## src/core/flash_guard_pkg.sv

```systemverilog
// package: constants and carrier structs for the flash section access guard
// assumes word-addressed program flash of fixed size; region limits are constants of this package
package flash_guard_pkg;
   localparam int unsigned ADDR_W          = 14;                // word address width
   localparam logic [13:0] FLASH_TOP       = 14'h3FFF;          // last word of flash
   localparam logic [13:0] STALL_BASE      = 14'h3800;          // first word of stalling region
   // boot size fuse encodings: boot region sizes in words
   localparam logic [1:0]  BOOT_SIZE_LARGEST = 2'h0;
   localparam logic [13:0] BOOT_SIZE_0     = 14'h0800;
   localparam logic [13:0] BOOT_SIZE_1     = 14'h0400;
   localparam logic [13:0] BOOT_SIZE_2     = 14'h0200;
   localparam logic [13:0] BOOT_SIZE_3     = 14'h0100;
   // lock field encodings (1 = unprogrammed)
   localparam logic [1:0]  LOCK_NONE       = 2'h3;
   localparam logic [1:0]  LOCK_WRITE      = 2'h2;
   localparam logic [1:0]  LOCK_BOTH       = 2'h0;
   localparam logic [1:0]  LOCK_READ       = 2'h1;
   localparam logic [1:0]  LOCK_RESET      = 2'h3;
   // control register bit positions
   localparam int unsigned BIT_ENABLE      = 0;
   localparam int unsigned BIT_ERASE       = 1;
   localparam int unsigned BIT_WRITE       = 2;
   localparam int unsigned BIT_LOCKSET     = 3;
   localparam int unsigned BIT_REENABLE    = 4;
   localparam int unsigned BIT_BUSY        = 6;
   // register offsets (byte addresses)
   localparam logic [3:0]  OFS_CTRL        = 4'h0;
   localparam logic [3:0]  OFS_LOCK        = 4'h4;
   localparam logic [3:0]  OFS_CONFIG      = 4'h8;
   localparam logic [3:0]  OFS_STATUS      = 4'hC;
   // timing
   localparam int unsigned CLK_MHZ         = 250;
   localparam int unsigned ARM_WINDOW_CYC  = 4;                 // enable stays armed four cycles
   localparam int unsigned PROG_TIME_US    = 4000;              // erase or write duration
   localparam int unsigned PROG_CYC        = PROG_TIME_US * CLK_MHZ;
   localparam logic [31:0] RD_UNMAPPED     = 32'h0000_0000;

   typedef struct packed {
      logic             valid;   // store-program instruction issued this cycle
      logic [13:0]      target;  // target word address
      logic [13:0]      pc;      // address of the executing instruction
      logic [1:0]       lock_data; // new lock values for a lock-set
   } store_req_s;

   typedef struct packed {
      logic             valid;   // load-program instruction issued this cycle
      logic [13:0]      target;
      logic [13:0]      pc;
   } load_req_s;
endpackage

```

## src/core/flash_section_access_guard.sv

```systemverilog
// flash section access guard: self-program control, lock fields, region busy and cpu halt
// assumes an Avalon-MM master on CLK_SYS_I and a cpu core issuing program-memory requests
//
// How it works
// - flash splits into application and boot regions, boundary from boot size fuses.
// - store-program from application region never starts programming.
// - store-program from boot region may program any address, boot region included.
// - programming concurrent-read region leaves cpu running; stalling region stays readable.
// - programming stalling region halts cpu and blocks all reads until done.
// - boot region always lies inside stalling region, for every fuse value.
// - region busy flag reads one while concurrent-read region is blocked.
// - separate application and boot lock fields, set independently.
// - lock bits only get programmed by software; only chip erase or reset restores them.
// - general memory lock modes do not affect store or load program accesses.
// - application lock: 11 free, 10 no write, 00 both, 01 no read.
// - app lock 00/01 with boot vectors masks interrupts while running application.
// - boot lock: 11 free, 10 no write, 00 both, 01 no read.
// - boot lock 00/01 with application vectors masks interrupts while running boot.
// - without boot loader the whole flash is application space.
// - three boot entry conditions are supported.
// - reenable plus enable, then store-program within four cycles clears busy flag.
//
// The placing of the registers and the Avalon-MM register port were decided locally.
`timescale 1ns/1ns
module flash_section_access_guard
   import flash_guard_pkg::*;
#(
   parameter int unsigned PROG_CYCLES = PROG_CYC
)(
   input  wire logic        CLK_SYS_I,
   input  wire logic        RESET_N_I,
   input  wire logic [3:0]  AVS_ADDRESS_I,
   input  wire logic        AVS_READ_I,
   input  wire logic        AVS_WRITE_I,
   input  wire logic [31:0] AVS_WRITEDATA_I,
   input  wire logic [3:0]  AVS_BYTEENABLE_I,
   output logic [31:0]      AVS_READDATA_O,
   output logic             AVS_WAITREQUEST_O,
   input  wire store_req_s  STORE_REQ_I,
   input  wire load_req_s   LOAD_REQ_I,
   input  wire logic [13:0] CPU_PC_I,
   input  wire logic        CHIP_ERASE_I,
   input  wire logic        BOOT_RESET_FUSE_I,
   input  wire logic        HW_BOOT_FUSE_I,
   input  wire logic        HW_BOOT_PIN_I,
   input  wire logic        BOOT_JUMP_I,
   output logic             CPU_HALT_O,
   output logic             LOAD_GRANT_O,
   output logic             FLASH_ERASE_O,
   output logic             FLASH_WRITE_O,
   output logic [13:0]      FLASH_ADDR_O,
   output logic             IRQ_MASK_O,
   output logic             BOOT_ENTRY_O
);
   typedef enum logic [2:0] {
      ST_IDLE  = 3'b001,
      ST_ARMED = 3'b010,
      ST_PROG  = 3'b100
   } prog_state_e;

   prog_state_e state;
   prog_state_e next_state;
   logic [1:0]  app_lock_field;
   logic [1:0]  boot_lock_field;
   logic [1:0]  boot_size_fuses;
   logic        boot_enable;
   logic        vectors_in_boot;
   logic [4:0]  arm_cmd;
   logic [2:0]  arm_cnt;
   logic [31:0] prog_cnt;
   logic        prog_stall;
   logic        region_busy_flag;
   logic        pin_meta;
   logic        pin_sync;
   logic        reset_seen;
   logic        rd_pending;

   // boot size fuses to boot base; largest boot region still ends above stalling base
   function automatic logic [13:0] boot_base_of(input logic [1:0] sz);
      logic [13:0] size;
      size = BOOT_SIZE_0;
      case (sz)
         2'h0:    size = BOOT_SIZE_0;
         2'h1:    size = BOOT_SIZE_1;
         2'h2:    size = BOOT_SIZE_2;
         default: size = BOOT_SIZE_3;
      endcase
      boot_base_of = FLASH_TOP - size + 14'h0001;
   endfunction

   wire [13:0] boot_base = boot_base_of(boot_size_fuses);

   wire st_pc_boot;
   wire st_tg_boot;
   wire st_tg_stall;
   wire ld_pc_boot;
   wire ld_tg_boot;
   wire ld_tg_stall;
   wire cur_pc_boot;

   flash_region_decode u_st_pc (.addr_i(STORE_REQ_I.pc), .boot_base_i(boot_base), .boot_enable_i(boot_enable),
                                .in_boot_o(st_pc_boot), .in_stall_o());
   flash_region_decode u_st_tg (.addr_i(STORE_REQ_I.target), .boot_base_i(boot_base),
                                .boot_enable_i(boot_enable), .in_boot_o(st_tg_boot), .in_stall_o(st_tg_stall));
   flash_region_decode u_ld_pc (.addr_i(LOAD_REQ_I.pc), .boot_base_i(boot_base), .boot_enable_i(boot_enable),
                                .in_boot_o(ld_pc_boot), .in_stall_o());
   flash_region_decode u_ld_tg (.addr_i(LOAD_REQ_I.target), .boot_base_i(boot_base),
                                .boot_enable_i(boot_enable), .in_boot_o(ld_tg_boot), .in_stall_o(ld_tg_stall));
   flash_region_decode u_cur   (.addr_i(CPU_PC_I), .boot_base_i(boot_base), .boot_enable_i(boot_enable),
                                .in_boot_o(cur_pc_boot), .in_stall_o());

   // lock field decode: low bit programmed blocks write, high bit programmed blocks read
   wire app_wr_block  = ~app_lock_field[0];
   wire app_rd_block  = (app_lock_field == LOCK_BOTH) || (app_lock_field == LOCK_READ);
   wire boot_wr_block = ~boot_lock_field[0];
   wire boot_rd_block = (boot_lock_field == LOCK_BOTH) || (boot_lock_field == LOCK_READ);

   // store-program decision; only the two region fields govern it, no general lock input
   wire from_boot   = st_pc_boot;
   wire tgt_locked  = st_tg_boot ? boot_wr_block : app_wr_block;
   wire cmd_erase   = arm_cmd[BIT_ERASE];
   wire cmd_write   = arm_cmd[BIT_WRITE];
   wire cmd_lockset = arm_cmd[BIT_LOCKSET];
   wire cmd_reen    = arm_cmd[BIT_REENABLE];
   wire store_take  = STORE_REQ_I.valid && (state == ST_ARMED) && from_boot;
   wire prog_go     = store_take && (cmd_erase || cmd_write) && !tgt_locked;
   wire reen_go     = store_take && cmd_reen;
   wire lock_go     = store_take && cmd_lockset;
   wire prog_done   = (state == ST_PROG) && (prog_cnt == 32'h0000_0001);

   // load-program decision: cross-region reads checked against target lock, busy and stall
   wire ld_cross_lock = (ld_pc_boot && !ld_tg_boot && app_rd_block) ||
                        (!ld_pc_boot && ld_tg_boot && boot_rd_block);
   wire ld_region_blk = region_busy_flag && !ld_tg_stall;
   wire ld_ok         = LOAD_REQ_I.valid && !ld_cross_lock && !ld_region_blk && !prog_stall;

   // interrupt masking follows where the vectors live versus where code runs
   wire irq_mask = (vectors_in_boot && !cur_pc_boot && app_rd_block) ||
                   (!vectors_in_boot && cur_pc_boot && boot_rd_block);

   // avalon decode
   wire sel_ctrl   = (AVS_ADDRESS_I == OFS_CTRL);
   wire sel_lock   = (AVS_ADDRESS_I == OFS_LOCK);
   wire sel_config = (AVS_ADDRESS_I == OFS_CONFIG);
   wire sel_status = (AVS_ADDRESS_I == OFS_STATUS);
   // a write lands only at the edge where waitrequest is low, never twice
   wire wr_accept  = AVS_WRITE_I && !AVS_WAITREQUEST_O && AVS_BYTEENABLE_I[0];
   wire wr_ctrl    = wr_accept && sel_ctrl;
   wire wr_lock    = wr_accept && sel_lock;
   wire wr_config  = wr_accept && sel_config;
   wire [4:0] wcmd = AVS_WRITEDATA_I[4:0];
   // only enable alone or with one function arms; others ignored; no arming during programming
   wire cmd_legal  = wcmd[BIT_ENABLE] &&
                     ((wcmd[4:1] == 4'h0) || (wcmd[4:1] == 4'h1) || (wcmd[4:1] == 4'h2) ||
                      (wcmd[4:1] == 4'h4) || (wcmd[4:1] == 4'h8));
   wire arm_go     = wr_ctrl && cmd_legal && (state != ST_PROG);
   wire enable_bit = (state != ST_IDLE);

   wire [31:0] ctrl_rd   = {24'h00_0000, 1'b0, region_busy_flag, 1'b0, arm_cmd[4:1], enable_bit};
   wire [31:0] lock_rd   = {28'h000_0000, boot_lock_field, app_lock_field};
   wire [31:0] config_rd = {29'h0000_0000, vectors_in_boot, boot_size_fuses};
   wire [31:0] status_rd = {28'h000_0000, BOOT_ENTRY_O, prog_stall, CPU_HALT_O, (state == ST_PROG)};
   wire [31:0] rd_mux    = sel_ctrl   ? ctrl_rd   :
                           sel_lock   ? lock_rd   :
                           sel_config ? config_rd :
                           sel_status ? status_rd : RD_UNMAPPED;

   // three boot entry paths: reset fuse, pin strap at reset release, jump from application
   wire boot_entry_now = BOOT_JUMP_I || (reset_seen == 1'b0 && (BOOT_RESET_FUSE_I || (HW_BOOT_FUSE_I && !pin_sync)));

   // next state of the self-program sequencer
   always_comb begin
      next_state = state;
      case (state)
         ST_IDLE:  if (arm_go) next_state = ST_ARMED;
         ST_ARMED: begin
            if (prog_go) next_state = ST_PROG;
            else if (store_take || arm_cnt == 3'h1) next_state = ST_IDLE;
         end
         ST_PROG:  if (prog_done) next_state = ST_IDLE;
         default:  next_state = ST_IDLE;
      endcase
   end

   // sequencer and window counter
   always_ff @(posedge CLK_SYS_I or negedge RESET_N_I) begin
      if (!RESET_N_I) begin
         state   <= ST_IDLE;
         arm_cnt <= 3'h0;
         arm_cmd <= 5'h00;
      end else begin
         state <= next_state;
         if (arm_go) begin
            arm_cnt <= 3'(ARM_WINDOW_CYC);
            arm_cmd <= wcmd;
         end else if (state == ST_ARMED && next_state == ST_IDLE) begin
            arm_cnt <= 3'h0;
            arm_cmd <= 5'h00;
         end else if (state == ST_ARMED) begin
            arm_cnt <= arm_cnt - 3'h1;
         end else if (prog_done) begin
            arm_cmd <= 5'h00;
         end
      end
   end

   // programming timer; stall only for stalling-region targets
   always_ff @(posedge CLK_SYS_I or negedge RESET_N_I) begin
      if (!RESET_N_I) begin
         prog_cnt   <= 32'h0000_0000;
         prog_stall <= 1'b0;
      end else if (prog_go) begin
         prog_cnt   <= PROG_CYCLES;
         prog_stall <= st_tg_stall;
      end else if (state == ST_PROG) begin
         prog_cnt   <= prog_cnt - 32'h0000_0001;
         if (prog_done) prog_stall <= 1'b0;
      end
   end

   // busy flag: set on concurrent-read programming, wins over reenable
   always_ff @(posedge CLK_SYS_I or negedge RESET_N_I) begin
      if (!RESET_N_I) region_busy_flag <= 1'b0;
      else if (prog_go && !st_tg_stall) region_busy_flag <= 1'b1;
      else if (reen_go) region_busy_flag <= 1'b0;
   end

   // lock fields only move toward programmed; chip erase restores them
   always_ff @(posedge CLK_SYS_I or negedge RESET_N_I) begin
      if (!RESET_N_I) begin
         app_lock_field  <= LOCK_RESET;
         boot_lock_field <= LOCK_RESET;
      end else if (CHIP_ERASE_I) begin
         app_lock_field  <= LOCK_RESET;
         boot_lock_field <= LOCK_RESET;
      end else if (lock_go) begin
         app_lock_field  <= app_lock_field & {2{STORE_REQ_I.lock_data[0]}};
         boot_lock_field <= boot_lock_field & {2{STORE_REQ_I.lock_data[1]}};
      end else if (wr_lock) begin
         app_lock_field  <= app_lock_field & AVS_WRITEDATA_I[1:0];
         boot_lock_field <= boot_lock_field & AVS_WRITEDATA_I[3:2];
      end
   end

   // configuration: boot size fuses and vector placement
   always_ff @(posedge CLK_SYS_I or negedge RESET_N_I) begin
      if (!RESET_N_I) begin
         boot_size_fuses <= BOOT_SIZE_LARGEST;
         vectors_in_boot <= 1'b0;
         boot_enable     <= 1'b1;
      end else if (wr_config) begin
         boot_size_fuses <= AVS_WRITEDATA_I[1:0];
         vectors_in_boot <= AVS_WRITEDATA_I[2];
         boot_enable     <= ~AVS_WRITEDATA_I[3];
      end
   end

   // strap synchroniser runs through reset so the pin level is known at release
   always_ff @(posedge CLK_SYS_I) begin
      pin_meta <= HW_BOOT_PIN_I;
      pin_sync <= pin_meta;
   end

   // release tracking: low only in the first cycle after reset
   always_ff @(posedge CLK_SYS_I or negedge RESET_N_I) begin
      if (!RESET_N_I) reset_seen <= 1'b0;
      else reset_seen <= 1'b1;
   end

   // bus: waitrequest high one cycle, then answer
   always_ff @(posedge CLK_SYS_I or negedge RESET_N_I) begin
      if (!RESET_N_I) begin
         rd_pending        <= 1'b0;
         AVS_WAITREQUEST_O <= 1'b1;
         AVS_READDATA_O    <= 32'h0000_0000;
      end else begin
         rd_pending        <= (AVS_READ_I || AVS_WRITE_I) && AVS_WAITREQUEST_O && !rd_pending;
         AVS_WAITREQUEST_O <= !((AVS_READ_I || AVS_WRITE_I) && AVS_WAITREQUEST_O && !rd_pending);
         if (AVS_READ_I) AVS_READDATA_O <= rd_mux;
      end
   end

   // registered outputs toward the cpu and flash macro
   always_ff @(posedge CLK_SYS_I or negedge RESET_N_I) begin
      if (!RESET_N_I) begin
         CPU_HALT_O    <= 1'b0;
         LOAD_GRANT_O  <= 1'b0;
         FLASH_ERASE_O <= 1'b0;
         FLASH_WRITE_O <= 1'b0;
         FLASH_ADDR_O  <= 14'h0000;
         IRQ_MASK_O    <= 1'b0;
         BOOT_ENTRY_O  <= 1'b0;
      end else begin
         CPU_HALT_O    <= (prog_go && st_tg_stall) || (prog_stall && !prog_done);
         LOAD_GRANT_O  <= ld_ok;
         FLASH_ERASE_O <= prog_go && cmd_erase;
         FLASH_WRITE_O <= prog_go && cmd_write;
         if (prog_go) FLASH_ADDR_O <= STORE_REQ_I.target;
         IRQ_MASK_O    <= irq_mask;
         BOOT_ENTRY_O  <= boot_entry_now;
      end
   end

   // checks
   a_app_no_prog: assert property (@(posedge CLK_SYS_I) disable iff (!RESET_N_I)
      (STORE_REQ_I.valid && !st_pc_boot) |=> !(FLASH_ERASE_O || FLASH_WRITE_O))
      else $error("programming started from application region");
   a_boot_prog: assert property (@(posedge CLK_SYS_I) disable iff (!RESET_N_I)
      prog_go |=> (FLASH_ERASE_O || FLASH_WRITE_O) && FLASH_ADDR_O == $past(STORE_REQ_I.target))
      else $error("boot region store did not program");
   a_no_halt_conc: assert property (@(posedge CLK_SYS_I) disable iff (!RESET_N_I)
      (prog_go && !st_tg_stall) |=> !CPU_HALT_O [*2])
      else $error("cpu halted for concurrent-read programming");
   a_halt_stall: assert property (@(posedge CLK_SYS_I) disable iff (!RESET_N_I)
      (state == ST_PROG && prog_stall) |-> CPU_HALT_O)
      else $error("cpu not halted during stalling programming");
   a_boot_in_stall: assert property (@(posedge CLK_SYS_I) disable iff (!RESET_N_I)
      boot_base >= STALL_BASE)
      else $error("boot region leaves stalling region");
   a_busy_set: assert property (@(posedge CLK_SYS_I) disable iff (!RESET_N_I)
      (prog_go && !st_tg_stall) |=> region_busy_flag)
      else $error("busy flag not set");
   a_busy_blocks: assert property (@(posedge CLK_SYS_I) disable iff (!RESET_N_I)
      (region_busy_flag && LOAD_REQ_I.valid && !ld_tg_stall) |=> !LOAD_GRANT_O)
      else $error("concurrent-read read granted while busy");
   a_reen_clear: assert property (@(posedge CLK_SYS_I) disable iff (!RESET_N_I)
      (reen_go && !prog_go) |=> !region_busy_flag)
      else $error("reenable did not clear busy flag");
   a_arm_window: assert property (@(posedge CLK_SYS_I) disable iff (!RESET_N_I)
      (arm_go && state == ST_IDLE && !STORE_REQ_I.valid) |=> (state == ST_ARMED) [*1] ##[1:4] (state != ST_ARMED))
      else $error("arm window wrong length");
   a_lock_stays: assert property (@(posedge CLK_SYS_I) disable iff (!RESET_N_I)
      !CHIP_ERASE_I |=> ((app_lock_field & ~$past(app_lock_field)) == 2'h0))
      else $error("lock bit returned without chip erase");
   a_app_wr_lock: assert property (@(posedge CLK_SYS_I) disable iff (!RESET_N_I)
      (store_take && !st_tg_boot && app_wr_block) |=> !(FLASH_ERASE_O || FLASH_WRITE_O))
      else $error("locked application write passed");
   a_boot_rd_lock: assert property (@(posedge CLK_SYS_I) disable iff (!RESET_N_I)
      (LOAD_REQ_I.valid && !ld_pc_boot && ld_tg_boot && boot_rd_block) |=> !LOAD_GRANT_O)
      else $error("locked boot read passed");
   a_irq_mask: assert property (@(posedge CLK_SYS_I) disable iff (!RESET_N_I)
      (vectors_in_boot && !cur_pc_boot && app_rd_block) |=> IRQ_MASK_O)
      else $error("interrupts not masked in application");
   c_conc_prog: cover property (@(posedge CLK_SYS_I) disable iff (!RESET_N_I) prog_go && !st_tg_stall);
   c_stall_prog: cover property (@(posedge CLK_SYS_I) disable iff (!RESET_N_I) prog_go && st_tg_stall);
   c_reenable: cover property (@(posedge CLK_SYS_I) disable iff (!RESET_N_I) reen_go && region_busy_flag);
   c_lockset: cover property (@(posedge CLK_SYS_I) disable iff (!RESET_N_I) lock_go);
endmodule // flash_section_access_guard

```

## src/core/flash_region_decode.sv

```systemverilog
// region classifier for one flash word address
// assumes boot region sits at the top of flash and the stalling region at least as large
`timescale 1ns/1ns
module flash_region_decode
   import flash_guard_pkg::*;
(
   input  wire logic [13:0] addr_i,
   input  wire logic [13:0] boot_base_i,
   input  wire logic        boot_enable_i,
   output logic             in_boot_o,
   output logic             in_stall_o
);
   // boot region top of flash; without a loader everything is application
   assign in_boot_o  = boot_enable_i && (addr_i >= boot_base_i);
   // fixed split, independent of fuses
   assign in_stall_o = (addr_i >= STALL_BASE);
endmodule // flash_region_decode

```

## config.mk

```make
export PLATFORM = sky130hd
export DESIGN_NAME = flash_section_access_guard
export DESIGN_NICKNAME = d
export VERILOG_FILES = /design/src/core/flash_guard_pkg.sv /design/src/core/flash_section_access_guard.sv /design/src/core/flash_region_decode.sv
export SDC_FILE = /design/constraint.sdc
export NUM_CORES = 1
export LEC_CHECK = 0
export BUFFER_PORTS_ARGS = -buffer_cell sky130_fd_sc_hd__buf_2
export CORE_UTILIZATION = 40
export DETAILED_ROUTE_END_ITERATION = 10
export PLACE_DENSITY = 0.67
export SLEW_MARGIN = 20
export SYNTH_ARGS = -nofsm -noshare
export SYNTH_HDL_FRONTEND = slang
export SYNTH_SLANG_ARGS = --single-unit
```

## constraint.sdc

```tcl
create_clock -name CLK_SYS_I -period 7.8 [get_ports CLK_SYS_I]
set_input_delay 1.17 -clock CLK_SYS_I [delete_from_list [all_inputs] [get_ports CLK_SYS_I]]
set_output_delay 1.17 -clock CLK_SYS_I [all_outputs]
set_load 0.005 [all_outputs]
```

---- Yosys cells after proc, flatten, opt, wreduce, memory -nomap -nowiden ----
Cells that the tools add are included.
operators by class
  eq/ne operators ......................... 20
  multiply operators ...................... 0
  reduce and logical (&&, ||, !) cells .... 84
  shift-type cells ........................ 0
  add/sub/neg operators ................... 4
  order comparisons ....................... 7
  div/mod/pow operators ................... 0
  mux-type cells .......................... 31
  bitwise operators ....................... 8
operators by type and width
  kind                    number
  $ge 14x14->1            5
  $mux 32                 2
  $logic_and 1x1->1       42
  $pmux 12 s3             1
  $eq 32x1->1 const B     1
  $sub 32x1->32 const B   1
  $ge 14x14->1 const B    2
  $mux 3                  7
  $mux 5                  4
  $logic_not 1->1         15
  $add 14x1->14 const B   1
  $logic_or 1x1->1        14
  $sub 14x14->14 const A  1
  $eq 4x4->1 const B      3
  $mux 2                  6
  $mux 4                  3
  $eq 3x1->1 const B      3
  $pmux 3 s3              1
  $reduce_bool 3->1       3
  $and 2x2->2             4
  $eq 4x3->1 const B      2
  $logic_not 4->1         2
  $mux 7                  1
  $eq 2x1->1 const B      3
  14 further kinds        27
storage, ports and cells
  memories ................................ 0
  output and inout port bits .............. 53
  bits in writable memories ............... 0
  register bits after elaboration ......... 110
  latch bits .............................. 0
  input bits .............................. 123
  memory bits (read-only) ................. 0

---- Logic depth before layout (Yosys ltp) ----
  depth after elaboration ................. 15
  depth in mapped cells ................... 8
  depth with buffers taken out ............ 7

---- By module ----
Synthesis repeated with hierarchy kept, for this count alone.
second synthesis, totals
  cells, all modules ...................... 687
  area, all modules ....................... 6025.8 um^2
modules (own cells, without submodules)
  module                      cells an instance  seq. area each (um^2)  times used  area an instance (um^2)
  flash_section_access_guard  437                2075.7                 1           4305.4
  flash_region_decode         50                 0.0                    5           344.1

---- Worst setup path before layout ----
No wires, ideal clock.
  path type ............................... input-to-reg
  from .................................... input STORE_REQ_I[25] in the netlist's numbering
  to ...................................... register FLASH_ADDR_O[10]
  path buffers ............................ 1
  slack ................................... 4.629 ns
  stages on the path ...................... 7
  data arrival time ....................... 3.044 ns
  library setup time ...................... 0.127 ns
  required time ........................... 7.673 ns
  cell sequence ........................... ha_1 -> o21ai_0 -> a211oi_1 -> mux2_2 -> nand2_1 -> buf_1 -> mux2_1
between the ends
  word-level cells in the longest chain between the ends .. 5
RTL lines
  what                  line                               text
  from (decl)           flash_section_access_guard.sv:39   input wire store_req_s STORE_REQ_I,
  $ge 14x14->1          flash_region_decode.sv:14          assign in_boot_o = boot_enable_i && (addr_i >= boot_base_i);
  $logic_and 1x1->1     flash_region_decode.sv:14
  $mux 1                flash_section_access_guard.sv:120  wire tgt_locked = st_tg_boot ? boot_wr_block : app_wr_block;
  $logic_not 1->1       flash_section_access_guard.sv:126  wire prog_go = store_take && (cmd_erase || cmd_write) && !tgt_locked;
  $logic_and 1x1->1     flash_section_access_guard.sv:126
  to (signal assigned)  flash_section_access_guard.sv:298  if (prog_go) FLASH_ADDR_O <= STORE_REQ_I.target;
  to (decl)             flash_section_access_guard.sv:51   output logic [13:0] FLASH_ADDR_O,
Every way passes these cells.
A chain may end at the register's enable or synchronous reset.

---- Worst setup path after layout ----
  from .................................... input STORE_REQ_I[25] in the netlist's numbering
  to ...................................... register FLASH_ADDR_O[8]
The elaborated chain is that of the path after synthesis.

==> impl_metrics.csv <==
group,metric,value,unit
status,status,"finished, final reports clean",
final_layout,final_nets,686,
timing,tightest_slew,0.870,ns
logic_synthesis,synth-edff-count,0,
logic_synthesis,yosysSeqAreaShare,45.3,%
clock_tree,cts_buffers,9,
logic_synthesis,synthCells,448,
route,wl_met2,4.57,mm
worst_setup_path,cp-start-kind,"primary input",
clock_tree,post_cts_resized,0,
min_path,hold_path.class,"flop to flop",
power_and_ir_drop,leakage,0.00237,µW
job,max-cap-violations,0,
route,wl,9.42,mm
logic_synthesis,avgSynthCellArea,10.2,µm²
floorplanning,io_pins,176,
placement,portBuffers,87,
logic_synthesis,synth_area,4580,µm²
clock_tree,clock_sinks,83,
logic_synthesis,yosys-top-cells-area,"dfrtp_1 (40%), ha_1 (6.6%), xnor2_1 (5.0%), buf_4 (4.3%), mux2_1 (4.2%)",
route,drc,0,
clock_tree,cts_hold_buf,0,
final_layout,layout-drive-gt1-share,24.3,%
placement,gp_congestion,0.797,
grt,grt_max_degree,82,
logic_synthesis,synth_warnings,0,
placement,dp_hpwl,7.08,mm
worst_setup_path,crit_path_end_kind,"flop",
grt,grt_pass1_vias,3558,
grt,antenna_found_initial,0,
placement,placed_cells,668,
timing,slew_violations,0,
floorplanning,die_h,109,µm
floorplanning,die_w,109,µm
route,drtAntennaViolNets,0,
logic_synthesis,ys_ff_latch,83,
clock_tree,cts_tree,"done",
route,via_count,3485,
power_and_ir_drop,p_per_area,200,nW/µm²
worst_setup_path,worstSetupPathType,"primary input to flop",
floorplanning,initial_utilization,41.7,%
worst_setup_path,startpoint,"STORE_REQ_I[25]",
grt,grt.overflow.total,0,
final_layout,stdcell_count,683,
logic_synthesis,synth_top_area_share,40.4,%
route,top_layer,"met4",
route,vias_per_cell,5.10,
timing,setup_viol,0,
floorplanning,die_area,11900,µm²
route,drt-met1-wl,4.30,mm
floorplanning,core,11000,µm²
worst_setup_path,reg2reg_from,"boot_size_fuses[1]$_DFFE_PN0P_",
min_path,hold_path_depth,0,
final_layout,area_growth,17.5,%
clock_tree,clk_pin_slew_worst_paths,0.06,ns
min_path,holdCritStartpoint,"pin_meta$_DFF_P_",
timing,max_slew_margin,41.9,%
route,dr.pass1.iters,4,
clock_tree,htreeDepth,3,
grt,grt_pass1_wl,16.2,mm
timing,hold_violations,0,
timing,period_share,42.5,%
logic_synthesis,synth_top_area_cell,"dfrtp_1",
timing,fin_worst_skew,0.00651,ns
grt,grt.total_usage,17.8,%
worst_setup_path,reg2reg_depth,7,
clock_tree,cts.path.max_buffers,2,
clock_tree,post_cts_buffers,0,
route,wl_met3,408,µm
power_and_ir_drop,vdd_ir_drop_max,0.193,mV
floorplanning,rows,38,
timing,fin_setup_tns,0,ns
logic_synthesis,synthDistinctLibCells,60,
logic_synthesis,async_flop_share,97.6,%
final_layout,antenna_cells,0,
timing,max_freq,302,MHz
worst_setup_path,worstPathRequired,8.02,ns
route,drt_iter0_drc,177,
route,wl_per_cell,13.8,µm
timing,rsz0062_at_grt,"no",
clock_tree,cts_root_buf,"clkbuf_16",
clock_tree,clkLatencyLatePin,0.34,ns
worst_setup_path,crit_fanout,22,
worst_setup_path,cp_data_arrival_time,3.53,ns
timing,finalCriticalPeriod,3.32,ns
logic_synthesis,synth_ff_type,"dfrtp_1",
## cell families (layout without fill, tap and decap cells)
| family | after synthesis | after routing | share of synthesized area, % |
|---|---|---|---|
| flops | 83 | 83 | 45.3 |
| mux | 24 | 24 | 6.06 |
| buf+inv | 59 | 124 | 7.32 |
| xor+xnor | 30 | 30 | 5.73 |
| compound gates | 59 | 59 | 8.71 |
| fa+ha+maj | 25 | 25 | 6.77 |
| other cells | 2 | 32 | 0.164 |
| simple gates | 166 | 166 | 19.9 |
## metal layers
metal,GRT usage [%],up-vias
met1,21.7,1684
met3,4.30,14
met4,6.56,0
met5,0,-
met2,30.4,90
li1,-,1697
## cells in the mapped netlist, types with 4 or more instances
master    instances
a21oi_1           8
and3_1            5
buf_4            26
clkbuf_1          8
dfrtp_1          74
dfstp_2           7
ha_1             24
inv_1            20
mux2_1           17
nand2_1          23
nand3_1          19
nor2_1           48
nor2_2            4
nor2b_1           4
nor3_1           15
nor4_1            8
nor4_2            6
o21ai_0           6
o21ai_1          12
o31ai_1           4
o32ai_1           8
or3_1             6
or4_1             4
xnor2_1          26
xor2_1            4
## worst max-delay path: stages
cell	delay [ns]
buf_2	0.11
ha_1	0.26
o21ai_0	0.08
a211oi_1	0.42
mux2_2	0.43
nand2_1	0.65
mux2_1	0.39
## final cells by class
type,count,area [µm²]
fill,1027,5600
tap,140,175
inverter,20,75.1
clock inverter,5,77.6
clock buffer,10,239
timing repair buffer,89,457
multi-input combinational,336,2280
sequential,83,2080
## path summary, 6_finish.rpt
check | slack, ns | end
setup reg to reg | 4.69 | FLASH_ADDR_O[8]$_DFFE_PN0N_
min in group asynchronous | 0.87 | prog_cnt[27]$_DFFE_PN0P_
setup / recovery | 4.48 | FLASH_ADDR_O[8]$_DFFE_PN0N_
hold reg to reg | 0.33 | pin_sync$_DFF_P_
max in group asynchronous | 6.45 | rd_pending$_DFF_PN0_
hold / removal | 0.33 | pin_sync$_DFF_P_
## stage by stage
stage	cell area (µm²)	total power (µW)	utilization [%]	worst slack, ns	hold slack, ns
floorplan	4690	588	-	4.63	0.310
global route	5380	1140	49.0	4.28	0.346
detailed placement	5060	637	46.1	4.12	0.313
global placement	5060	629	46.1	4.13	0.314
CTS	5380	1090	49.0	4.47	0.326
finish	5380	1080	49.0	4.48	0.326
## power by group
| group | leakage [µW] | switching, µW | internal [µW] | total [µW] |
|---|---|---|---|---|
| sequential | 0.000941 | 27.1 | 460 | 487 |
| combinational | 0.00128 | 79.5 | 63.2 | 143 |
| clock | 0.000154 | 163 | 286 | 449 |
| total | 0.00237 | 270 | 809 | 1080 |
## placed cells by master (no fill, tap or decap), types with 7 or more instances in the layout
master,n
mux2_1,17
nor3_1,15
xnor2_1,26
nand2_1,23
conb_1,32
ha_1,24
o21ai_1,12
nor2_1,48
nor4_1,8
a21oi_1,8
clkbuf_16,9
o32ai_1,8
buf_2,86
inv_1,20
dfstp_2,7
nand3_1,19
dfrtp_1,74
## sequential cells by signal, indices dropped and copies added, names as in the netlist, 2 cells and up
signal	cells
boot_size_fuses	2
boot_lock_field	2
state	3
AVS_READDATA_O	6
app_lock_field	2
FLASH_ADDR_O	14
arm_cnt	3
prog_cnt	32
arm_cmd	4
Power figures use the tool's default switching activity.
